### src/sdram_ctl_pkg.sv
// Function
// - precharge closes one bank or all; a10 selects all, bank bits pick one
// - precharged bank is idle; activate before any read or write
// - precharge to a bank with no open row does nothing
// - a10 on read precharges the bank at burst end; on write, one write recovery after burst end
// - read interrupting auto-precharge read starts that bank's precharge
// - write interrupting auto-precharge read starts that bank's precharge
// - interrupted auto-precharge write precharges one write recovery later
// - last write data for old bank is one cycle before interruption
// - refresh row comes from internal counter, address ignored
// - self refresh is refresh encoding with clock enable low
// - clock enable low with no access enters precharge or active power-down
// - power-down exits with clock enable high and nop or deselect
// - deep power-down is terminate encoding with clock enable low
// - commands decode from select, ras, cas and we
package sdram_ctl_pkg;
	// ****************
	// timing
	// ****************
	localparam int ClockPeriodPs = 4000;
	localparam int PrechargePeriodPs = 19000;
	localparam int RowCycleTimePs = 67000;
	localparam int WriteRecoveryPs = 14000;
	localparam int RowToColumnPs = 19000;
	localparam int BurstLength = 4;
	localparam int PrechargePeriodCycles =
		(PrechargePeriodPs + ClockPeriodPs - 1) / ClockPeriodPs;
	localparam int RowCycleTimeCycles =
		(RowCycleTimePs + ClockPeriodPs - 1) / ClockPeriodPs;
	localparam int WriteRecoveryCycles =
		(WriteRecoveryPs + ClockPeriodPs - 1) / ClockPeriodPs;
	localparam int RowToColumnCycles =
		(RowToColumnPs + ClockPeriodPs - 1) / ClockPeriodPs;
	localparam int SelfRefreshExitCycles = 1;
	localparam int RefreshRowBits = 13;
	localparam int BankCount = 4;
	localparam int A10Bit = 10;

	typedef enum logic [8:0] {
		CmdDeselect = 9'h001, CmdNop = 9'h002, CmdActive = 9'h004,
		CmdRefresh = 9'h008, CmdModeSet = 9'h010, CmdPrecharge = 9'h020,
		CmdRead = 9'h040, CmdWrite = 9'h080, CmdTerminate = 9'h100
	} command_type;

	typedef enum logic [6:0] {
		BankIdle = 7'h01, BankActivating = 7'h02, BankActive = 7'h04,
		BankReading = 7'h08, BankWriting = 7'h10, BankPrecharging = 7'h20,
		BankRecovering = 7'h40
	} bank_state_type;

	typedef enum logic [5:0] {
		DevNormal = 6'h01, DevPowerDown = 6'h02, DevSelfRefresh = 6'h04,
		DevDeepPowerDown = 6'h08, DevRefreshing = 6'h10, DevExitWait = 6'h20
	} device_state_type;

	typedef struct packed {
		logic dieSelectN;
		logic rasN;
		logic casN;
		logic weN;
		logic clockEnable;
		logic [12:0] address;
		logic bankSelectHigh;
		logic bankSelectLow;
	} command_bus_type;

	typedef struct packed {
		logic begin_;
		logic precharge;
		logic autoPrecharge;
		logic isWrite;
		logic access;
		logic interrupt;
	} bank_event_type;

	function automatic command_type decode(input command_bus_type c);
		if (c.dieSelectN)
			return CmdDeselect;
		case ({c.rasN, c.casN, c.weN})
			3'h7: return CmdNop;
			3'h3: return CmdActive;
			3'h1: return CmdRefresh;
			3'h0: return CmdModeSet;
			3'h2: return CmdPrecharge;
			3'h5: return CmdRead;
			3'h4: return CmdWrite;
			3'h6: return CmdTerminate;
			default: return CmdNop;
		endcase
	endfunction : decode
endpackage : sdram_ctl_pkg

### src/sdram_precharge_refresh_power.sv
`timescale 1ns/10ps
`default_nettype none
module sdram_precharge_refresh_power
	import sdram_ctl_pkg::*;
(
	// clock and reset
	input wire logic clock,
	input wire logic rst,
	// command pins
	input wire sdram_ctl_pkg::command_bus_type cmd,
	// status
	output sdram_ctl_pkg::device_state_type deviceState,
	output logic [3:0] rowOpenMask,
	output logic [12:0] refreshRow,
	output logic refreshPulse,
	output logic buffersEnabled,
	output logic dataLost
);
	import sdram_ctl_pkg::*;

	// ****************
	// decode
	// ****************
	wire command_type command = decode(cmd);
	wire [1:0] bankIndex = {cmd.bankSelectHigh, cmd.bankSelectLow};
	wire allBanks = cmd.address[A10Bit];
	wire isAccess = (command == CmdRead) || (command == CmdWrite);
	logic cke_q;
	device_state_type dev_q, dev_d;
	logic [7:0] devCount_q, devCount_d;
	logic [12:0] row_q, row_d;
	logic pulse_q;
	logic lost_q, lost_d;
	logic [3:0] rowOpen;
	bank_state_type bankState [BankCount];
	bank_event_type bankEvent [BankCount];
	wire anyOpen = |rowOpen;
	wire anyBusy;
	wire normalTaken = (dev_q == DevNormal) && cke_q && cmd.clockEnable;

	// ****************
	// per-bank events
	// ****************
	logic [3:0] busyBits;
	for (genvar b = 0; b < BankCount; b++) begin : g_bank
		wire hit = (bankIndex == 2'(b));
		assign bankEvent[b].begin_ = normalTaken && command == CmdActive && hit;
		assign bankEvent[b].precharge = normalTaken
			&& command == CmdPrecharge && (allBanks || hit);
		assign bankEvent[b].autoPrecharge = normalTaken && isAccess && hit
			&& allBanks;
		assign bankEvent[b].isWrite = normalTaken && command == CmdWrite
			&& hit;
		assign bankEvent[b].access = normalTaken && isAccess && hit;
		assign bankEvent[b].interrupt = normalTaken && isAccess && !hit;
		assign busyBits[b] = bankState[b] == BankReading
			|| bankState[b] == BankWriting;
		sdram_bank_state u_bank (
			.clock(clock),
			.rst(rst),
			.event_(bankEvent[b]),
			.state(bankState[b]),
			.autoPrechargeArmed(),
			.rowOpen(rowOpen[b])
		);
	end
	assign anyBusy = |busyBits;

	// ****************
	// device modes
	// ****************
	always_comb begin
		dev_d = dev_q;
		devCount_d = (devCount_q == 8'h00) ? devCount_q : devCount_q - 8'h01;
		row_d = row_q;
		lost_d = lost_q;
		case (dev_q)
			DevNormal: begin
				if (cke_q && !cmd.clockEnable && command == CmdRefresh
					&& !anyOpen)
					dev_d = DevSelfRefresh;
				else if (cke_q && !cmd.clockEnable && command == CmdTerminate
					&& !anyOpen) begin
					dev_d = DevDeepPowerDown;
					lost_d = 1'b1;
				end else if (cke_q && !cmd.clockEnable && !anyBusy)
					dev_d = DevPowerDown;
				else if (normalTaken && command == CmdRefresh && !anyOpen) begin
					dev_d = DevRefreshing;
					row_d = row_q + 13'h0001;
					devCount_d = 8'(RowCycleTimeCycles - 1);
				end
			end
			DevRefreshing: begin
				// commands ignored until row cycle time passes
				if (devCount_q == 8'h00)
					dev_d = DevNormal;
			end
			DevPowerDown: begin
				if (cmd.clockEnable && (command == CmdNop
					|| command == CmdDeselect))
					dev_d = DevNormal;
			end
			DevSelfRefresh: begin
				if (cmd.clockEnable) begin
					dev_d = DevExitWait;
					devCount_d = 8'(RowCycleTimeCycles - 1);
				end
			end
			DevExitWait: begin
				if (devCount_q == 8'h00)
					dev_d = DevNormal;
			end
			DevDeepPowerDown: begin
				// exit is on clock enable alone; init must follow
				if (cmd.clockEnable)
					dev_d = DevNormal;
			end
			default: dev_d = DevNormal;
		endcase
	end

	always_ff @(posedge clock) begin
		if (rst) begin
			dev_q <= DevNormal;
			devCount_q <= 8'h00;
			row_q <= 13'h0000;
			cke_q <= 1'b1;
			pulse_q <= 1'b0;
			lost_q <= 1'b0;
		end else begin
			dev_q <= dev_d;
			devCount_q <= devCount_d;
			row_q <= row_d;
			cke_q <= cmd.clockEnable;
			pulse_q <= (dev_d == DevRefreshing) && (dev_q == DevNormal);
			lost_q <= lost_d && !(dev_q == DevNormal && normalTaken
				&& command == CmdModeSet);
		end
	end

	logic [3:0] open_q;
	logic buf_q;
	always_ff @(posedge clock) begin
		if (rst) begin
			open_q <= 4'h0;
			buf_q <= 1'b1;
		end else begin
			open_q <= rowOpen;
			buf_q <= dev_d == DevNormal || dev_d == DevRefreshing;
		end
	end

	assign deviceState = dev_q;
	assign rowOpenMask = open_q;
	assign refreshRow = row_q;
	assign refreshPulse = pulse_q;
	assign buffersEnabled = buf_q;
	assign dataLost = lost_q;
endmodule : sdram_precharge_refresh_power
`default_nettype wire

### src/sdram_bank_state.sv
`timescale 1ns/10ps
`default_nettype none
module sdram_bank_state
	import sdram_ctl_pkg::*;
(
	// clock and reset
	input wire logic clock,
	input wire logic rst,
	// events for this bank
	input wire bank_event_type event_,
	// state
	output bank_state_type state,
	output logic autoPrechargeArmed,
	output logic rowOpen
);
	bank_state_type state_q, state_d;
	logic [7:0] count_q, count_d;
	logic ap_q, ap_d;
	wire timerDone = (count_q == 8'h00);

	// ****************
	// per-bank machine
	// ****************
	always_comb begin
		state_d = state_q;
		count_d = timerDone ? count_q : count_q - 8'h01;
		ap_d = ap_q;
		case (state_q)
			BankIdle: begin
				if (event_.begin_) begin
					state_d = BankActivating;
					count_d = 8'(RowToColumnCycles - 1);
				end
			end
			BankActivating: begin
				if (timerDone)
					state_d = BankActive;
			end
			BankActive, BankReading, BankWriting: begin
				if (event_.precharge && !ap_q) begin
					state_d = BankPrecharging;
					count_d = 8'(PrechargePeriodCycles - 1);
				end else if (event_.interrupt && ap_q && state_q == BankReading) begin
					state_d = BankPrecharging;
					count_d = 8'(PrechargePeriodCycles - 1);
				end else if (event_.interrupt && ap_q) begin
					state_d = BankRecovering;
					count_d = 8'(WriteRecoveryCycles - 1);
				end else if (event_.autoPrecharge) begin
					state_d = event_.isWrite ? BankWriting : BankReading;
					ap_d = 1'b1;
					count_d = 8'(BurstLength - 1);
				end else if (event_.access) begin
					// plain burst: busy for one burst, then back to active
					state_d = event_.isWrite ? BankWriting : BankReading;
					count_d = 8'(BurstLength - 1);
				end else if (state_q != BankActive && timerDone && !ap_q) begin
					state_d = BankActive;
				end else if (state_q != BankActive && timerDone) begin
					state_d = state_q == BankWriting ? BankRecovering
						: BankPrecharging;
					count_d = state_q == BankWriting
						? 8'(WriteRecoveryCycles - 1)
						: 8'(PrechargePeriodCycles - 1);
				end
			end
			BankRecovering: begin
				if (timerDone) begin
					state_d = BankPrecharging;
					count_d = 8'(PrechargePeriodCycles - 1);
				end
			end
			BankPrecharging: begin
				if (timerDone) begin
					state_d = BankIdle;
					ap_d = 1'b0;
				end
			end
			default: state_d = BankIdle;
		endcase
	end

	always_ff @(posedge clock) begin
		if (rst) begin
			state_q <= BankIdle;
			count_q <= 8'h00;
			ap_q <= 1'b0;
		end else begin
			state_q <= state_d;
			count_q <= count_d;
			ap_q <= ap_d;
		end
	end

	assign state = state_q;
	assign autoPrechargeArmed = ap_q;
	assign rowOpen = (state_q != BankIdle) && (state_q != BankPrecharging);
endmodule : sdram_bank_state
`default_nettype wire

### config.mk
export PLATFORM = sky130hd
export DESIGN_NAME = sdram_precharge_refresh_power
export DESIGN_NICKNAME = d
export VERILOG_FILES = /design/src/sdram_ctl_pkg.sv /design/src/sdram_precharge_refresh_power.sv /design/src/sdram_bank_state.sv
export SDC_FILE = /design/constraint.sdc
export NUM_CORES = 1
export LEC_CHECK = 0
export BUFFER_PORTS_ARGS = -buffer_cell sky130_fd_sc_hd__buf_2
export CORE_ASPECT_RATIO = 0.6
export CORE_UTILIZATION = 62
export DETAILED_ROUTE_END_ITERATION = 10
export GPL_TIMING_DRIVEN = 0
export PLACE_DENSITY = 0.92
export SYNTH_ARGS = -nofsm -noshare
export SYNTH_HDL_FRONTEND = slang
export SYNTH_HIERARCHICAL = 1
export SYNTH_SLANG_ARGS = --single-unit
export TNS_END_PERCENT = 10
### constraint.sdc
create_clock -name clock -period 3.6 [get_ports clock]
set_clock_uncertainty 0.05 [all_clocks]
set_input_delay 0.18 -clock clock [delete_from_list [all_inputs] [get_ports clock]]
set_output_delay 0.18 -clock clock [all_outputs]
set_load 0.005 [all_outputs]
==> flow_summary.ini, run 1 <==
[job]
drv_cap = 0

[worst_setup_path]
critPathRequiredTime_ns = 3.80
reg2reg_setup_slack_ns = 0.002
r2r-start = deviceState[3]
crit_path_end = g_bank[3].u_bank/state[0]
cp.arrival_ns = 3.80
crit_path_max_fanout = 8
worstSetupEndpointType = flop
rr_worst_depth = 13
r2r_end = g_bank[3].u_bank/state[0]
crit_chain = buf_6, or4_4, nor2_2, nand4b_1, buf_4, buf_4, nor2_1, a211oi_1, nand4_1, nand2_1, a21o_1, or3_1, a21o_1
cpMaxStageDelayCell = or4_4
startpoint_type = flop
crit_start = deviceState[3]
cpPeakStageDelay_ns = 0.57
critPathKind = flop to flop

[power_and_ir_drop]
combinationalPowerShare = 0.484
netSwitchingPower_mw = 2.08
p_seq_frac = 0.316
p_clk_frac = 0.200
power_density_nw_per_um2 = 649
ir_drop_mv = 0.500
p_sw_frac = 0.421
internal-power_mw = 2.87
leakage_nw = 2.82

[timing]
finalHoldViolCount = 0
hold_ws_ns = 0.249
rsz0062_at_grt = true
setup_viol = 0
slew_headroom = 0.309
max_freq_mhz = 278
period_share = 1.00
maxSlewViolCount = 0
finalSetupTns_ns = 0
finalCriticalPeriod_ns = 3.60
worst_pin_slew_ns = 1.03

[clock_tree]
cts_max_path_buffers = 2
cts_buffers = 9
tritoncts = built
cts_hold_buffers = 0
clk_pin_slew_ns = 0.08
clock_sinks = 99
htreeDepth = 3
root_buffer = clkbuf_16
worstSkewPairLatency_ns = 0.35

[drt]
drc_errors = 0
drt-vias-per-instance = 6.95
via_count = 7454
drtIter0Drc = 1159
drtAntennaViolNets = 0
drtPass1Iterations = 8
drt_wl_total_um = 20100
routedWlPerCell_um = 18.7

[finish]
final_cell_mix = dfxtp_1 (99), nor2_1 (97), inv_1 (47)
final_util = 0.715
final_nets = 963
seq_area_um2 = 1980
multi_input_area_um2 = 4540
layoutNonFillerInstCount = 1073
antenna_cells = 0
drive_above_1_share = 0.123
syn_to_final_growth_pct = 10.7
final_cell_area_um2 = 7620
layout_commonest_cell = dfxtp_1
fillers = 816

[floorplan]
top_level_ports = 48
coreArea_um2 = 10700
die_area_um2 = 11500
die_h_um = 83.6
start_util = 0.646
fp-row-count = 29
die_x_um = 138

[logic_synthesis]
synth_edf_count = 0
yosysSeqAreaShare = 0.288
ys.warnings.count = 6
async_flop_share = 0
syn-num-nets = 918
ys_seq_elements = 99
avgSynthCellArea_um2 = 7.79
syn-cell-area_um2 = 6890
synth_ff_type = dfxtp_1
yosys.cell_types.count = 93
syn_inst = 884

[grt]
grt_antenna_before_repair = 0
grt-busiest-layer = met1
grt_max_degree = 28
met1_usage = 0.519
grt_first_pass_wirelength_um = 32700
track_usage = 0.344
globalRouteMet2Util = 0.475
grt_pass1_vias = 6550
grt.overflow.total = 0
met3_usage = 0.0924

[place]
placedInstanceArea_um2 = 7210
dp_hpwl_um = 14300
gp_congestion = 1.01
placed_cells = 1053
port_buffers = 30

[hold_path]
min_from = cmd[18]
hold_path.class = input pin to flop

[run_status]
outcome = finished clean
[power by group through the flow]
stage / Combinational, mW / Clock (mW) / Sequential [mW]
after floorplan: 1.84 / 0 / 1.52
after detailed placement: 2.28 / 0 / 1.57
after global routing: 2.65 / 1.04 / 1.59
after global placement: 2.19 / 0 / 1.56
final: 2.40 / 0.989 / 1.56
after CTS: 2.32 / 0.996 / 1.55
[state kept, by name, indices dropped and copies added, names as in the netlist, 4 cells and up]
name and count:
g_bank.u_bank/autoPrechargeArmed 4, refreshRow 13, g_bank.u_bank/state 28, g_bank.u_bank/count_q 32, devCount_q 8, rowOpenMask 4
deviceState 6
[critical path: cells and delay by family (launching register included)]
kind            cells  cell delay, ns
flops               1            0.35
compound gates      3            0.67
buf+inv             3            0.49
simple gates        7            1.92
[per-layer routing]
layer  part of all wire  vias up
li1                   -     3385
met1               0.43     3430
met2               0.40      582
met3               0.15       57
met4              0.015        0
met5                  0        -
[kinds of logic (layout without fill, tap and decap cells)]
family / after synthesis / in the layout / synth area share
AO/OA/AOI/OAI: 224 / 224 / 0.228
adder cells (fa/ha/maj): 12 / 12 / 0.0218
AND/OR/NAND/NOR: 393 / 393 / 0.321
buffers and inverters: 97 / 147 / 0.0636
multiplexers: 8 / 8 / 0.0125
flip-flops: 99 / 99 / 0.288
XOR/XNOR: 51 / 51 / 0.0649
[Yosys cell counts (4+ instances only)]
library cell  count  share of area
nand4_1          14          0.013
nand2b_1          6         0.0055
a21boi_0          5         0.0055
o31ai_1           9         0.0098
and3_1           13          0.012
buf_6             7          0.011
o21a_1            7         0.0076
a21o_1            8         0.0087
a32o_1            4         0.0058
nor3_1           41          0.030
a31oi_1          15          0.014
o2111ai_1         9          0.011
a211o_1           4         0.0051
nand3b_1          4         0.0044
nand3_1          41          0.030
a21oi_1          38          0.028
nor2b_1          19          0.017
dfxtp_1          99           0.29
ha_1             12          0.022
or3_1             7         0.0064
o22ai_1           5         0.0045
nand2_1          46          0.025
xnor2_1          27          0.034
o21ai_0          36          0.026
nor4_1           23          0.021
nand4b_1          7         0.0089
and2_1            8         0.0073
a32oi_1           5         0.0064
xor2_1           24          0.031
o32ai_1           7         0.0089
nor2_1           99          0.054
or2_2             4         0.0036
nor4b_1          11          0.014
inv_1            47          0.026
or4_1             8         0.0087
nor3b_1           8         0.0087
a31o_2            4         0.0051
o211ai_1         22          0.024
a211oi_1          8         0.0087
mux2i_1           6         0.0087
clkbuf_1         28          0.015
or4_4             5         0.0082
buf_2            10         0.0073
[layout make-up]
class,count,area share
clock inverters,6,0.00903
well taps,139,0.0228
multi-input cells,688,0.596
clock buffers,10,0.0313
flip-flops and latches,99,0.260
repair buffers,34,0.0236
inverters,48,0.0236
plain buffers,49,0.0338
[worst min-delay path by stage]
stage / endpoint / slack, ns / depth (start not counted)
final: deviceState[2] / 0.25 / 4
after global routing: deviceState[2] / 0.25 / 4
after CTS: deviceState[2] / 0.21 / 4
after detailed placement: dataLost / 0.43 / 2
after global placement: refreshRow[12] / 0.42 / 2
after floorplan: g_bank[3].u_bank/state[6] / 0.25 / 1
[stage by stage]
stage,power (mW),worst slack [ns]
floorplan,3.36,0.279
global placement,3.75,-0.342
detailed placement,3.85,-0.378
CTS,4.87,-0.00808
global route,5.27,-0.0756
finish,4.95,0.00158
[what timing repair did]
item	4_1_cts	5_1_grt
setup buffers	2	2
setup endpoints to repair	34	27
pin swaps	1	1
resized for setup	4	10
Power figures use the tool's default switching activity.
==> inputs of run 2 (changes only) <==
- CORE_UTILIZATION: 62 -> 63
- CTS_BUF_LIST: unset -> sky130_fd_sc_hd__clkbuf_2 sky130_fd_sc_hd__clkbuf_4 sky130_fd_sc_hd__clkbuf_8
- PLACE_DENSITY: 0.92 -> 0.93
==> flow_summary.ini, run 2 (same netlist as run 1, synthesis figures left out) <==
[drt]
routedWlPerCell_um = 17.5
drt-vias-per-instance = 6.76
drtIter0Drc = 958
drtAntennaViolNets = 0
drt_wl_total_um = 18800
drc_errors = 0
drtPass1Iterations = 8
via_count = 7240

[hold_path]
hold_path.class = input pin to flop

[finish]
antenna_cells = 0
final_cell_mix = dfxtp_1 (99), nor2_1 (97), inv_1 (47)
syn_to_final_growth_pct = 9.57
final_util = 0.712
final_nets = 961
final_cell_area_um2 = 7550
largest_register = g_bank.u_bank/count_q
layout_commonest_cell = dfxtp_1
multi_input_area_um2 = 4550
layoutNonFillerInstCount = 1071
drive_above_1_share = 0.121
seq_area_um2 = 1980
fillers = 821
largest_reg_flops = 32

[timing]
hold_ws_ns = 0.170
finalCriticalPeriod_ns = 3.42
maxSlewViolCount = 0
setup_slack_ns = 0.176
slew_headroom = 0.262
worst_pin_slew_ns = 1.10
rsz0062_at_grt = false
period_share = 0.951
max_freq_mhz = 292
finalHoldViolCount = 0
setup_viol = 0

[floorplan]
die_h_um = 83.0
top_level_ports = 48
die_x_um = 137
fp-row-count = 29
die_area_um2 = 11400
start_util = 0.650
coreArea_um2 = 10600

[run_status]
outcome = finished clean

[place]
gp_congestion = 0.990
pre_cts_ws_ns = -0.484
placed_cells = 1053
dp_hpwl_um = 13700
placedInstanceArea_um2 = 7210
port_buffers = 30

[clock_tree]
root_buffer = clkbuf_8
clk_pin_slew_ns = 0.12
htreeDepth = 3
cts_max_path_buffers = 2
worstSkewPairLatency_ns = 0.39
tritoncts = built
clock_sinks = 99
cts_buffers = 9

[power_and_ir_drop]
power_density_nw_per_um2 = 627
ir_drop_mv = 0.530
leakage_nw = 2.78

[grt]
grt_pass1_vias = 6349
grt.overflow.total = 0
track_usage = 0.340
grt_first_pass_wirelength_um = 31100
grt_antenna_before_repair = 0
grt_max_degree = 28

[worst_setup_path]
worstSetupEndpointType = flop
critPathKind = flop to flop
critPathRequiredTime_ns = 3.86
startpoint_type = flop
cp.arrival_ns = 3.69
crit_path_max_fanout = 10

[job]
drv_cap = 0
run 2: cell count changes in the layout (fill, tap and decap cells not counted), sizes merged:
| cell | delta |
|---|---|
| clkinv | -1 |
| bufinv | +2 |
| clkinvlp | -1 |
| clkbuf | -1 |
| buf | -2 |
| inv | +1 |
run 2: per-layer routing:
metal / GRT usage / vias up / routed length (um)
met3: 0.0879 / 42 / 2340
met2: 0.472 / 498 / 7630
met5: 0 / - / 0
met1: 0.514 / 3308 / 8550
li1: - / 3392 / -
met4: 0.0779 / 0 / 272
run 2: cell type report:
cell class | count | share of cell area
plain buffers | 49 | 0.0342
clock buffers | 9 | 0.0164
clock inverters | 7 | 0.0154
inverters | 48 | 0.0239
multi-input cells | 688 | 0.603
flip-flops and latches | 99 | 0.263
well taps | 139 | 0.0230
repair buffers | 32 | 0.0219
run 2: worst paths after layout:
check / startpoint / endpoint / slack, ns / cells past startpoint
worst max-delay path: g_bank[2].u_bank/state[3] / refreshRow[12] / 0.18 / 9
worst min-delay path: cmd[18] / deviceState[2] / 0.17 / 4
worst max register to register: g_bank[2].u_bank/state[3] / refreshRow[12] / 0.18 / 9
worst min register to register: dataLost / dataLost / 0.44 / 2
run 2: critical path, stage by stage, from the launching register on:
cell      delay (ns)
dfxtp_1         0.34
clkbuf_1        0.24
nor4_2          0.49
nor4b_2         0.54
a31oi_1         0.21
nor2_1          0.21
nand3_1         0.18
or4_4           0.58
or3_1           0.36
a21oi_1         0.15
run 2: per-stage QoR:
stage | power [mW] | setup TNS [ns]
finish | 4.73 | 0
CTS | 4.67 | 0
global placement | 3.73 | -5.09
floorplan | 3.36 | 0
detailed placement | 3.80 | -8.41
global route | 5.10 | 0
run 2: power breakdown:
group,internal (mW),switching (mW)
Clock,0.412,0.451
Sequential,1.32,0.232
Combinational,1.03,1.29
run 2: timing repair:
action	CTS	global route
setup endpoints to repair	32	19
hold buffers	0	0
setup buffers	2	0
cloned	0	0
hold endpoints to repair	0	0
gates resized for setup	6	9
pin swaps	1	0
